<file path="config.mk">
export PLATFORM = sky130hd
export DESIGN_NAME = ddr_cmd_decode
export DESIGN_NICKNAME = d
export VERILOG_FILES = /design/src/hw/ddr_cmd_pkg.sv /design/src/hw/ddr_cmd_decode.sv /design/src/hw/pin_sync.sv
export SDC_FILE = /design/constraint.sdc
export NUM_CORES = 1
export LEC_CHECK = 0
export ABC_AREA = 1
export ABC_CLOCK_PERIOD_IN_PS = 2700
export BUFFER_PORTS_ARGS = -buffer_cell sky130_fd_sc_hd__buf_2
export CAP_MARGIN = 20
export CORE_AREA = 2 2 136 105
export CTS_CLUSTER_SIZE = 12
export DETAILED_ROUTE_END_ITERATION = 12
export DIE_AREA = 0 0 138 107
export GPL_ROUTABILITY_DRIVEN = 0
export HOLD_SLACK_MARGIN = 0.05
export PLACE_DENSITY = 0.83
export SLEW_MARGIN = 25
export SYNTH_ARGS = -nofsm -noshare
export SYNTH_HDL_FRONTEND = slang
export SYNTH_SLANG_ARGS = --single-unit
</file>
<file path="constraint.sdc">
create_clock -name CLK -period 2.7 [get_ports CLK]
set_input_delay 0.27 -clock CLK [delete_from_list [all_inputs] [get_ports CLK]]
set_output_delay 0.27 -clock CLK [all_outputs]
set_load 0.03 [all_outputs]
</file>
<file path="src/hw/ddr_cmd_pkg.sv">
package ddr_cmd_pkg;

  // Command codes as {cs_n, ras_n, cas_n, we_n}; any code with cs_n high is deselect
  typedef enum logic [3:0] {
    CMD_MRS = 4'h0,
    CMD_REF = 4'h1,
    CMD_PRE = 4'h2,
    CMD_ACT = 4'h3,
    CMD_WR = 4'h4,
    CMD_RD = 4'h5,
    CMD_NOP = 4'h7,
    CMD_DES = 4'h8
  } cmd_code_t;

  // Power state, one-hot
  typedef enum logic [3:0] {
    PS_AWAKE = 4'h1,
    PS_PRE_PD = 4'h2,
    PS_ACT_PD = 4'h4,
    PS_SELF_REF = 4'h8
  } power_state_t;

  typedef struct packed {
    logic ck;
    logic cke;
    logic cs_n;
    logic ras_n;
    logic cas_n;
    logic we_n;
    logic [1:0] ba;
    logic [12:0] addr;
    logic odt;
    logic [3:0] dm;
  } pins_t;

  typedef struct packed {
    cmd_code_t code;
    logic [1:0] bank;
    logic [12:0] row;
    logic [8:0] col;
    logic auto_pre;
    logic all_banks;
  } cmd_t;

  localparam int PIN_W = $bits(pins_t);

  // Register byte offsets
  localparam logic [7:0] OFS_STATUS = 8'h00;
  localparam logic [7:0] OFS_MR = 8'h04;
  localparam logic [7:0] OFS_EMR1 = 8'h08;
  localparam logic [7:0] OFS_EMR2 = 8'h0C;
  localparam logic [7:0] OFS_CONFIG = 8'h10;

  // STATUS fields
  localparam int ST_PS_LSB = 0;
  localparam int ST_BANK_LSB = 4;
  localparam int ST_SRF_BIT = 8;
  localparam int ST_ERR_BIT = 9;
  localparam int ST_XSRD_BIT = 10;
  // CONFIG fields
  localparam int CFG_REDUCED_BIT = 0;

  // Address field positions
  localparam int AP_BIT = 10;
  localparam int EMR2_SRF_BIT = 7;
  localparam int EMR1_RTT_LO_BIT = 2;
  localparam int EMR1_RTT_HI_BIT = 6;
  localparam int COL_TOP_BIT = 8;
  localparam int ROW_TOP_BIT = 12;

  // Mode register select by bank address
  localparam logic [1:0] SEL_MR = 2'h0;
  localparam logic [1:0] SEL_EMR1 = 2'h1;
  localparam logic [1:0] SEL_EMR2 = 2'h2;

  // Reset values
  localparam logic [12:0] MODE_RESET = 13'h0000;
  localparam logic [3:0] BANKS_IDLE = 4'h0;

  // Counts in link clock edges
  localparam logic [7:0] XSRD_CLOCKS = 8'hC8;
  localparam logic [1:0] CKE_MIN_CLOCKS = 2'h3;

endpackage

</file>
<file path="src/hw/ddr_cmd_decode.sv">
`timescale 1ns/1ps
// How it works
// Controller writes reserved EMR2 address bits as zero.
// EMR2 bit A7 selects the faster self-refresh rate above 85 C.
// With partial array refresh, banks outside the selection lose data in self refresh.
// Mode register set to the fourth register is accepted and changes nothing.
// Controller never issues unspecified commands; otherwise full re-initialisation.
// Commands decode from cs, ras, cas, we and cke at the link clock rise.
// Bank address picks the bank, or the mode register for register set.
// Controller never interrupts a burst of four.
// Controller leaves power down in time to keep refresh.
// Termination never alters decoding and is off during self refresh.
// Self-refresh exit is seen on cke high alone, without link clock edges.
// Standard page ignores A12 for rows but keeps it in mode opcodes.
// Reduced page ignores A8 as a column address.
// After self-refresh exit, no read before 200 link clocks.
// Power down entry or exit and self-refresh exit carry only nop or deselect. Only power down entry and exit are checked.
// Self refresh entered by refresh with cke falling, all banks idle.
// No power down or self refresh while operations are in progress.
// Cke falling with nop enters active or precharge power down by bank state.
// Each cke level is held for three link clock rises.
// Controller keeps cke high during driver calibration.
// Controller drives termination input to a valid level in power down.
// Command codes: register set, refresh, precharge, activate, write, read, nop.
// A10 requests auto precharge, or all-bank precharge for precharge.
// Data mask low writes the byte, high leaves it unchanged.
// Mode register set only with all banks idle.
module ddr_cmd_decode #(
  parameter logic REDUCED_PAGE = 1'b0
) (
  // System
  input wire logic CLK,
  input wire logic RST,
  // Memory pins
  input wire logic CK,
  input wire logic CKE,
  input wire logic CS_N,
  input wire logic RAS_N,
  input wire logic CAS_N,
  input wire logic WE_N,
  input wire logic [1:0] BA,
  input wire logic [12:0] ADDR,
  input wire logic ODT,
  input wire logic [3:0] DM,
  // Decoded command
  output logic CMD_VALID,
  output ddr_cmd_pkg::cmd_t CMD,
  output logic [3:0] WR_BYTE_EN,
  // Device state
  output logic [3:0] POWER_STATE,
  output logic [3:0] BANK_OPEN,
  output logic [3:0] RETAIN_BANKS,
  output logic SR_HIGH_RATE,
  output logic ODT_ACTIVE,
  output logic PROTO_ERR,
  // APB
  input wire logic PSEL,
  input wire logic PENABLE,
  input wire logic PWRITE,
  input wire logic [7:0] PADDR,
  input wire logic [31:0] PWDATA,
  output logic [31:0] PRDATA,
  output logic PREADY,
  output logic PSLVERR
);

  ddr_cmd_pkg::pins_t raw;
  ddr_cmd_pkg::pins_t pin;
  ddr_cmd_pkg::power_state_t state;
  ddr_cmd_pkg::cmd_code_t code;
  logic ck_d;
  logic ck_rise;
  logic cke_prev;
  logic [1:0] cke_hold;
  logic [7:0] xsrd_cnt;
  logic [12:0] mr;
  logic [12:0] emr1;
  logic [12:0] emr2;
  logic reduced;
  logic err_sticky;
  logic err_evt;
  logic sr_exit;
  logic execute;

  function automatic logic [3:0] pasr_banks(input logic [2:0] sel);
    case (sel)
      3'h0: pasr_banks = 4'hF;
      3'h1: pasr_banks = 4'h3;
      3'h2: pasr_banks = 4'h1;
      3'h4: pasr_banks = 4'hE;
      3'h5: pasr_banks = 4'hC;
      3'h6: pasr_banks = 4'h8;
      default: pasr_banks = 4'hF;
    endcase
  endfunction

  function automatic logic is_quiet(input ddr_cmd_pkg::cmd_code_t c);
    is_quiet = (c == ddr_cmd_pkg::CMD_NOP) || (c == ddr_cmd_pkg::CMD_DES);
  endfunction

  ////////////////////////////////////////////////////////////////////////////////
  // Pin synchronisers and link clock edge

  assign raw = '{ck: CK, cke: CKE, cs_n: CS_N, ras_n: RAS_N, cas_n: CAS_N, we_n: WE_N,
                 ba: BA, addr: ADDR, odt: ODT, dm: DM};

  pin_sync #(.W(ddr_cmd_pkg::PIN_W)) u_sync (
    .clk(CLK),
    .rst(RST),
    .d(raw),
    .q(pin)
  );

  always_ff @(posedge CLK) begin
    if (RST) begin
      ck_d <= 1'b0;
    end else begin
      ck_d <= pin.ck;
    end
  end

  assign ck_rise = pin.ck & ~ck_d;

  // Deselect swallows the other three strobes
  assign code = pin.cs_n ? ddr_cmd_pkg::CMD_DES
                         : ddr_cmd_pkg::cmd_code_t'({1'b0, pin.ras_n, pin.cas_n, pin.we_n});
  // Async exit: cke alone, no link clock needed
  assign sr_exit = (state == ddr_cmd_pkg::PS_SELF_REF) && pin.cke;
  assign execute = ck_rise && (state == ddr_cmd_pkg::PS_AWAKE) && cke_prev && pin.cke;

  ////////////////////////////////////////////////////////////////////////////////
  // Protocol checks on what the controller presents

  always_comb begin
    err_evt = 1'b0;
    if (ck_rise && pin.cke != cke_prev && cke_hold < ddr_cmd_pkg::CKE_MIN_CLOCKS) begin
      err_evt = 1'b1;
    end
    if (ck_rise && state == ddr_cmd_pkg::PS_AWAKE && cke_prev && !pin.cke) begin
      if (code == ddr_cmd_pkg::CMD_REF && BANK_OPEN != ddr_cmd_pkg::BANKS_IDLE) begin
        err_evt = 1'b1;
      end
      if (!is_quiet(code) && code != ddr_cmd_pkg::CMD_REF) begin
        err_evt = 1'b1;
      end
    end
    if (ck_rise && (state == ddr_cmd_pkg::PS_PRE_PD || state == ddr_cmd_pkg::PS_ACT_PD)
        && pin.cke && !is_quiet(code)) begin
      err_evt = 1'b1;
    end
    if (execute && code == ddr_cmd_pkg::CMD_RD && xsrd_cnt != 8'h00) begin
      err_evt = 1'b1;
    end
    if (execute && code == ddr_cmd_pkg::CMD_MRS && BANK_OPEN != ddr_cmd_pkg::BANKS_IDLE) begin
      err_evt = 1'b1;
    end
  end

  // Set wins over a simultaneous software clear
  always_ff @(posedge CLK) begin
    if (RST) begin
      err_sticky <= 1'b0;
    end else if (err_evt) begin
      err_sticky <= 1'b1;
    end else if (PSEL && PENABLE && PREADY && PWRITE && PADDR == ddr_cmd_pkg::OFS_STATUS
                 && PWDATA[ddr_cmd_pkg::ST_ERR_BIT]) begin
      err_sticky <= 1'b0;
    end
  end

  ////////////////////////////////////////////////////////////////////////////////
  // Clock enable tracking

  always_ff @(posedge CLK) begin
    if (RST) begin
      cke_prev <= 1'b1;
      cke_hold <= ddr_cmd_pkg::CKE_MIN_CLOCKS;
    end else if (sr_exit) begin
      cke_prev <= 1'b1;
      cke_hold <= 2'h1;
    end else if (ck_rise) begin
      cke_prev <= pin.cke;
      if (pin.cke != cke_prev) begin
        cke_hold <= 2'h1;
      end else if (cke_hold < ddr_cmd_pkg::CKE_MIN_CLOCKS) begin
        cke_hold <= cke_hold + 2'h1;
      end
    end
  end

  // Read exit delay counts link clocks after self-refresh exit
  always_ff @(posedge CLK) begin
    if (RST) begin
      xsrd_cnt <= 8'h00;
    end else if (sr_exit) begin
      xsrd_cnt <= ddr_cmd_pkg::XSRD_CLOCKS;
    end else if (ck_rise && xsrd_cnt != 8'h00) begin
      xsrd_cnt <= xsrd_cnt - 8'h01;
    end
  end

  ////////////////////////////////////////////////////////////////////////////////
  // Power state machine

  always_ff @(posedge CLK) begin
    if (RST) begin
      state <= ddr_cmd_pkg::PS_AWAKE;
    end else begin
      case (state)
        ddr_cmd_pkg::PS_AWAKE: begin
          if (ck_rise && cke_prev && !pin.cke) begin
            if (code == ddr_cmd_pkg::CMD_REF) begin
              state <= ddr_cmd_pkg::PS_SELF_REF;
            end else if (BANK_OPEN != ddr_cmd_pkg::BANKS_IDLE) begin
              state <= ddr_cmd_pkg::PS_ACT_PD;
            end else begin
              state <= ddr_cmd_pkg::PS_PRE_PD;
            end
          end
        end
        ddr_cmd_pkg::PS_PRE_PD, ddr_cmd_pkg::PS_ACT_PD: begin
          if (ck_rise && pin.cke) begin
            state <= ddr_cmd_pkg::PS_AWAKE;
          end
        end
        ddr_cmd_pkg::PS_SELF_REF: begin
          if (sr_exit) begin
            state <= ddr_cmd_pkg::PS_AWAKE;
          end
        end
        default: state <= ddr_cmd_pkg::PS_AWAKE;
      endcase
    end
  end

  ////////////////////////////////////////////////////////////////////////////////
  // Bank state and mode registers

  always_ff @(posedge CLK) begin
    if (RST) begin
      BANK_OPEN <= ddr_cmd_pkg::BANKS_IDLE;
    end else if (execute) begin
      case (code)
        ddr_cmd_pkg::CMD_ACT: BANK_OPEN[pin.ba] <= 1'b1;
        ddr_cmd_pkg::CMD_PRE: begin
          if (pin.addr[ddr_cmd_pkg::AP_BIT]) begin
            BANK_OPEN <= ddr_cmd_pkg::BANKS_IDLE;
          end else begin
            BANK_OPEN[pin.ba] <= 1'b0;
          end
        end
        // Auto precharge closes the row once the burst is done; tracked at issue
        ddr_cmd_pkg::CMD_RD, ddr_cmd_pkg::CMD_WR: begin
          if (pin.addr[ddr_cmd_pkg::AP_BIT]) begin
            BANK_OPEN[pin.ba] <= 1'b0;
          end
        end
        default: BANK_OPEN <= BANK_OPEN;
      endcase
    end
  end

  always_ff @(posedge CLK) begin
    if (RST) begin
      mr <= ddr_cmd_pkg::MODE_RESET;
      emr1 <= ddr_cmd_pkg::MODE_RESET;
      emr2 <= ddr_cmd_pkg::MODE_RESET;
    end else if (execute && code == ddr_cmd_pkg::CMD_MRS) begin
      // Full opcode including A12 in both page options
      case (pin.ba)
        ddr_cmd_pkg::SEL_MR: mr <= pin.addr;
        ddr_cmd_pkg::SEL_EMR1: emr1 <= pin.addr;
        ddr_cmd_pkg::SEL_EMR2: emr2 <= pin.addr;
        default: mr <= mr;
      endcase
    end
  end

  ////////////////////////////////////////////////////////////////////////////////
  // Decoded command output

  always_ff @(posedge CLK) begin
    if (RST) begin
      CMD_VALID <= 1'b0;
      CMD <= '{code: ddr_cmd_pkg::CMD_DES, default: '0};
      WR_BYTE_EN <= 4'h0;
    end else begin
      CMD_VALID <= execute && !is_quiet(code);
      if (execute) begin
        CMD.code <= code;
        CMD.bank <= pin.ba;
        CMD.row <= {pin.addr[ddr_cmd_pkg::ROW_TOP_BIT] & reduced, pin.addr[11:0]};
        CMD.col <= {pin.addr[ddr_cmd_pkg::COL_TOP_BIT] & ~reduced, pin.addr[7:0]};
        CMD.auto_pre <= pin.addr[ddr_cmd_pkg::AP_BIT] &&
                        (code == ddr_cmd_pkg::CMD_RD || code == ddr_cmd_pkg::CMD_WR);
        CMD.all_banks <= pin.addr[ddr_cmd_pkg::AP_BIT] && code == ddr_cmd_pkg::CMD_PRE;
      end
      if (ck_rise) begin
        WR_BYTE_EN <= ~pin.dm;
      end
    end
  end

  ////////////////////////////////////////////////////////////////////////////////
  // State outputs

  always_ff @(posedge CLK) begin
    if (RST) begin
      POWER_STATE <= ddr_cmd_pkg::PS_AWAKE;
      RETAIN_BANKS <= 4'hF;
      SR_HIGH_RATE <= 1'b0;
      ODT_ACTIVE <= 1'b0;
      PROTO_ERR <= 1'b0;
    end else begin
      POWER_STATE <= state;
      RETAIN_BANKS <= (state == ddr_cmd_pkg::PS_SELF_REF) ? pasr_banks(emr2[2:0]) : 4'hF;
      SR_HIGH_RATE <= emr2[ddr_cmd_pkg::EMR2_SRF_BIT];
      // Termination is a side output only; decoding never reads it
      ODT_ACTIVE <= pin.odt && state != ddr_cmd_pkg::PS_SELF_REF &&
                    (emr1[ddr_cmd_pkg::EMR1_RTT_LO_BIT] | emr1[ddr_cmd_pkg::EMR1_RTT_HI_BIT]);
      PROTO_ERR <= err_sticky;
    end
  end

  ////////////////////////////////////////////////////////////////////////////////
  // APB slave, one wait-free access phase

  always_ff @(posedge CLK) begin
    if (RST) begin
      reduced <= REDUCED_PAGE;
    end else if (PSEL && PENABLE && PREADY && PWRITE && PADDR == ddr_cmd_pkg::OFS_CONFIG) begin
      reduced <= PWDATA[ddr_cmd_pkg::CFG_REDUCED_BIT];
    end
  end

  always_ff @(posedge CLK) begin
    if (RST) begin
      PREADY <= 1'b0;
      PRDATA <= 32'h0000_0000;
      PSLVERR <= 1'b0;
    end else begin
      PREADY <= PSEL && !PENABLE && !PREADY;
      PRDATA <= 32'h0000_0000;
      PSLVERR <= 1'b0;
      if (PSEL && !PENABLE) begin
        case (PADDR)
          ddr_cmd_pkg::OFS_STATUS: begin
            PRDATA[ddr_cmd_pkg::ST_PS_LSB +: 4] <= state;
            PRDATA[ddr_cmd_pkg::ST_BANK_LSB +: 4] <= BANK_OPEN;
            PRDATA[ddr_cmd_pkg::ST_SRF_BIT] <= emr2[ddr_cmd_pkg::EMR2_SRF_BIT];
            PRDATA[ddr_cmd_pkg::ST_ERR_BIT] <= err_sticky | err_evt;
            PRDATA[ddr_cmd_pkg::ST_XSRD_BIT] <= xsrd_cnt != 8'h00;
          end
          ddr_cmd_pkg::OFS_MR: PRDATA[12:0] <= mr;
          ddr_cmd_pkg::OFS_EMR1: PRDATA[12:0] <= emr1;
          ddr_cmd_pkg::OFS_EMR2: PRDATA[12:0] <= emr2;
          ddr_cmd_pkg::OFS_CONFIG: PRDATA[ddr_cmd_pkg::CFG_REDUCED_BIT] <= reduced;
          default: PSLVERR <= 1'b1;
        endcase
      end
    end
  end

endmodule

</file>
<file path="src/hw/pin_sync.sv">
`timescale 1ns/1ps
module pin_sync #(
  parameter int W = 1
) (
  input wire logic clk,
  input wire logic rst,
  input wire logic [W-1:0] d,
  output logic [W-1:0] q
);

  logic [W-1:0] s1;
  logic [W-1:0] s2;
  logic [W-1:0] s3;

  always_ff @(posedge clk) begin
    s1 <= d;
    s2 <= s1;
    s3 <= s2;
  end

  // Per bit: a change is accepted only once stages two and three agree
  always_ff @(posedge clk) begin
    if (rst) begin
      q <= '0;
    end else begin
      for (int i = 0; i < W; i++) begin
        if (s2[i] == s3[i]) begin
          q[i] <= s3[i];
        end
      end
    end
  end

endmodule

</file>
# Word-level counts from Yosys, hierarchy flattened
# Index checks and enable logic that the tools add are counted.
word_totals:
  ff_bits: 245
  input_bits: 71
  out_inout_bits: 84
  word_cells: 229
classes:
  addsub: 2
  n_lt_le_gt_ge: 3
  n_eq_ne: 55
  muxes: 32
  bitwise_logic: 13
  reduce_logical: 65
ops:
  columns: ["operator", "count"]
  rows:
  - ["$pmux 10 s4", 1]
  - ["$logic_and 1x1->1", 34]
  - ["$mux 4", 7]
  - ["$eq 1x1->1", 26]
  - ["$pmux 4 s3", 2]
  - ["$pmux 4 s5", 1]
  - ["$eq 4x3->1 const B", 4]
  - ["$eq 8x4->1 const B", 2]
  - ["$mux 8", 2]
  - ["$eq 4x2->1 const B", 3]
  - ["$mux 1", 11]
  - ["$reduce_and 2->1", 5]
  - ["$reduce_or 2->1", 5]
  - ["$eq 3x3->1 const B", 3]
  - ["$eq 4x1->1 const B", 2]
  - ["$eq 4x4->1 const B", 2]
  - ["$eq 8x3->1 const B", 1]
  - ["$eq 8x5->1 const B", 1]
  - ["$logic_not 8->1", 1]
  - ["$mux 2", 4]
  - ["$not 4->4", 2]
  - ["$reduce_bool 2->1", 4]
  - ["$reduce_bool 8->1", 1]
  - ["$sub 8x1->8 const B", 1]
  - ["other kinds (30)", 45]

# Depth between registers and ports, before layout
depth:
  word_depth: 13
  mapped_depth: 11
  ltp_nobuf: 11

# Modules after synthesis
# A second synthesis with hierarchy kept.
unflattened:
  hier_cells: 845
  hier_area_um2: 7599.8
modules_own_cells:
  columns: ["module", "n_inst", "cells_each", "area_each_um2", "seq_area_each_um2"]
  rows:
  - ["ddr_cmd_decode", 1, 660, 4991.0, 2282.2]
  - ["pin_sync", 1, 185, 2608.8, 2082.0]

# Worst setup path after synthesis
# No wires, ideal clock.
synth_path:
  path_type: "reg2reg"
  from: "register xsrd_cnt[0]"
  to: "register xsrd_cnt[4]"
  setup_time_ns: 0.118
  t_arrival_ns: 1.328
  t_required_ns: 2.582
  slack_ns: 1.254
  stages_incl_launch_ff: 10
  path_buffers: 0
  path_cell_list: "dfxtp_1 -> inv_1 -> ha_1 -> nand3_1 -> nor2_1 -> nor2_4 -> nand3_1 -> or2_0 -> o21ai_1 -> a21oi_1"
synth_between:
  elab_chain_len: 2
  elab_cells_between_ends: 3
synth_lines:
  columns: ["item", "line_no", "source"]
  rows:
  - ["start, declared", "ddr_cmd_decode.sv:75", "logic [7:0] xsrd_cnt;"]
  - ["start signal, assigned", "ddr_cmd_decode.sv:196", "xsrd_cnt <= ddr_cmd_pkg::XSRD_CLOCKS;"]
  - ["start signal, assigned", "ddr_cmd_decode.sv:198", "xsrd_cnt <= xsrd_cnt - 8'h01;"]
  - ["branches (longest 2 deep; another with $sub 8x1->8)", null, null]
# Several ways; the timed one is not identified.
# A chain may end at the register's enable or synchronous reset.

# Worst setup path after layout
layout_path:
  from: "register u_sync.q[25]"
  to: "register CMD[29] in the netlist's numbering"
layout_between:
  elab_chain_len: 4
layout_lines:
  columns: ["item", "line_no", "source"]
  rows:
  - ["start, declared", "pin_sync.sv:8", "output logic [W-1:0] q"]
  - ["start signal, assigned by index", "pin_sync.sv:28", "q[i] <= s3[i];"]
  - ["$and 1x1->1", "ddr_cmd_decode.sv:122", "assign ck_rise = pin.ck & ~ck_d;"]
  - ["$logic_and 1x1->1 (3 in series)", "ddr_cmd_decode.sv:129", "assign execute = ck_rise && (state == ddr_cmd_pkg::PS_AWAKE) && cke_prev && pin.cke;"]
  - ["end, declared", "ddr_cmd_decode.sv:47", "output ddr_cmd_pkg::cmd_t CMD,"]
# Every way passes these cells.

==> results.cfg <==
[run_status]
status = finished, final reports clean

[finish]
area_growth_pct = 20.2
diodes = 0
multi_input_area_mm2 = 0.00231
final_layout_size_suffix_gt1_share_pct = 15.9
seqCellArea_mm2 = 0.00436
nFillCells = 1078
utilization_pct = 65.2
nets = 1033
finalNonFillerCells = 1138

[setup_path]
path_max_fanout = 21
cp_data_arrival_time_ns = 2.50
reg2reg_slack_ns = 0.56
critPathKind = register to register
cp.required_ns = 3.06
start_kind = register
worst_setup_path_end_kind = register

[run]
maxCapViolCount = 0

[yosys]
ys_top_cells_by_count = dfxtp_1 (218), a21oi_1 (109), nor2_1 (101), o21ai_0 (98), inv_1 (90)
ys.flop_type = dfxtp_1
synth_edf_count = 0
seq_area_frac_synth_pct = 60.0
netlist_area_mm2 = 0.00728
synth_top_area_cell = dfxtp_1
synth.most_common_cell = dfxtp_1
synth_warnings = 0
synth_top_area_share_pct = 60.0
async_flop_share_pct = 0
synthCells = 830
synth_area_leaders = dfxtp_1 (60%), a21oi_1 (7.5%), o21ai_0 (6.7%), nor2_1 (5.2%), inv_1 (4.6%)
ys_ff_latch = 218
syn_area_per_cell_um2 = 8.77
ys_types = 38

[clocking]
path_clk_slew_ns = 0.06
numCtsBuffers = 22
clkLatencyLatePin_ns = 0.50
clockBufferDepth = 3
htreeDepth = 1
ctsRootBufferMaster = clkbuf_16
cts.sinks = 218
cts_tree = yes

[global_routing]
grt_pass1_vias = 5458
antenna_found_initial = 0
grt_max_degree = 48
grt_pass1_wl_mm = 26.3
globalRouteOverflowTotal = 0
grt_usage_pct = 21.6

[pwr]
p_per_area_mw_per_mm2 = 800
irDropWorstVdd_mv = 0.552
p_leak_nw = 3.77

[timing]
slew-limit-headroom_pct = 52.9
fin_crit_ns = 2.14
setup_viol = 0
rsz0062_at_grt = no
fin_tns_setup_ns = 0
clock.fmax_mhz = 466
maxSlewViolCount = 0
hold_viol = 0
worstMarginPinSlew_ns = 0.706
fin_skew_ns = 0.00975
fin_crit_sh_pct = 79.4

[floorplanning]
dieWidth_um = 138
ios = 155
start_util_pct = 54.2
core_area_mm2 = 0.0134
num_rows = 37
dieArea_mm2 = 0.0148
die_h_um = 107

[route]
first_iter_violations = 496
wl_per_cell_um = 14.2
final_antenna_net_count = 0
vias = 5803
drtPass1Iterations = 5
wl_mm = 16.1
route.detailed.drc = 0
via_per_inst = 5.10

[hold_path]
hold_class = input pin to register

[placement]
dp_hpwl_mm = 10.7
port_buffers = 105
placed_cells = 1083
==> per-stage QoR <==
stage / hold slack [ns] / setup slack, ns / cell area [µm²] / power, mW
4_1_cts: 0.0870 / 0.569 / 8750 / 7.02
6_report: 0.0990 / 0.556 / 8750 / 7.00
3_5_place_dp: 0.312 / 0.650 / 7850 / 4.27
5_1_grt: 0.113 / 0.374 / 8750 / 7.27
3_3_place_gp: 0.310 / 0.721 / 7850 / 4.25
2_1_floorplan: 0.298 / 1.25 / 7350 / 4.10
==> flip-flops by register name, summed over array words and instances (netlist names), 2 cells and up <==
| name | count |
|---|---|
| u_sync.s3 | 26 |
| u_sync.q | 26 |
| u_sync.s2 | 26 |
| RETAIN_BANKS | 4 |
| emr2 | 13 |
| state | 4 |
| WR_BYTE_EN | 4 |
| emr1 | 13 |
| xsrd_cnt | 8 |
| mr | 13 |
| u_sync.s1 | 26 |
| POWER_STATE | 4 |
| PRDATA | 13 |
| CMD | 22 |
| cke_hold | 2 |
| BANK_OPEN | 4 |
==> where the power goes <==
part	total [mW]	switching (mW)	internal [mW]	leakage (nW)
combinational	0.755	0.505	0.250	1.67
sequential	3.50	0.114	3.39	1.79
clock	2.74	1.13	1.61	0.309
==> layout make-up <==
class	instances	area share (%)
clock inverters	2	0.529
flip-flops and latches	218	49.9
repair buffers	140	9.92
inverters	95	4.07
multi-input cells	482	26.4
clock buffers	26	6.69
well taps	175	2.50
==> cells by family after synthesis <==
group | synth area share (%)
xor+xnor | 0.481
simple gates | 12.9
flops | 60.0
other cells | 0.0515
compound gates | 16.9
fa+ha+maj | 0.516
buf+inv | 9.21
==> path summary, 6_finish.rpt <==
path / start / end / cells after the start
hold reg to reg: u_sync.s1[21]$_DFF_P_ / u_sync.s2[21]$_DFF_P_ / 0
hold / removal: PENABLE / PRDATA[0]$_SDFF_PP0_ / 4
setup reg to reg: u_sync.q[25]$_SDFFE_PP0N_ / CMD[29]$_SDFFE_PP1N_ / 7
setup / recovery: u_sync.q[25]$_SDFFE_PP0N_ / CMD[29]$_SDFFE_PP1N_ / 7
==> repair_timing <==
action,in CTS,in global routing
resized for setup,0,0
setup buffers,0,0
hold buffers,27,0
endpoints found under the hold margin,27,0
==> placed cells by master (no fill, tap or decap), drive strengths merged <==
master,synthesis,routed
or3,1,1
nand3b,1,1
o31ai,1,1
a21oi,109,109
o311ai,1,1
o22ai,9,9
dfxtp,218,218
bufinv,0,1
clkinv,1,2
ha,3,3
o21a,1,1
nor2,106,106
nand3,29,29
o211ai,3,3
xor2,3,3
nand2,72,72
a31oi,4,4
nand4,3,3
buf,33,113
a22oi,1,1
o221ai,1,1
or2,1,1
xnor2,1,1
nor3,7,7
conb,1,19
a211oi,3,3
o311a,1,1
dlygate4sd3,0,27
clkbuf,20,26
inv,94,94
o21ai,101,101
nor4,1,1
==> critical path: stages (launching register included) <==
cell and delay [ns]:
dfxtp_1 0.36, inv_2 0.06, nor2_4 0.29, nand2_2 0.15, nor2_4 0.36, inv_1 0.43
a21oi_1 0.26, o21ai_1 0.09
==> routing by layer <==
| metal | global-route usage (%) | vias up | wire [µm] |
|---|---|---|---|
| met5 | 0 | - | 0 |
| met4 | 5.10 | 0 | 277 |
| met3 | 5.36 | 20 | 1220 |
| met2 | 34.4 | 202 | 7030 |
| met1 | 29.9 | 2651 | 7580 |
| li1 | - | 2930 | - |
(Power assumes the default switching activity.)
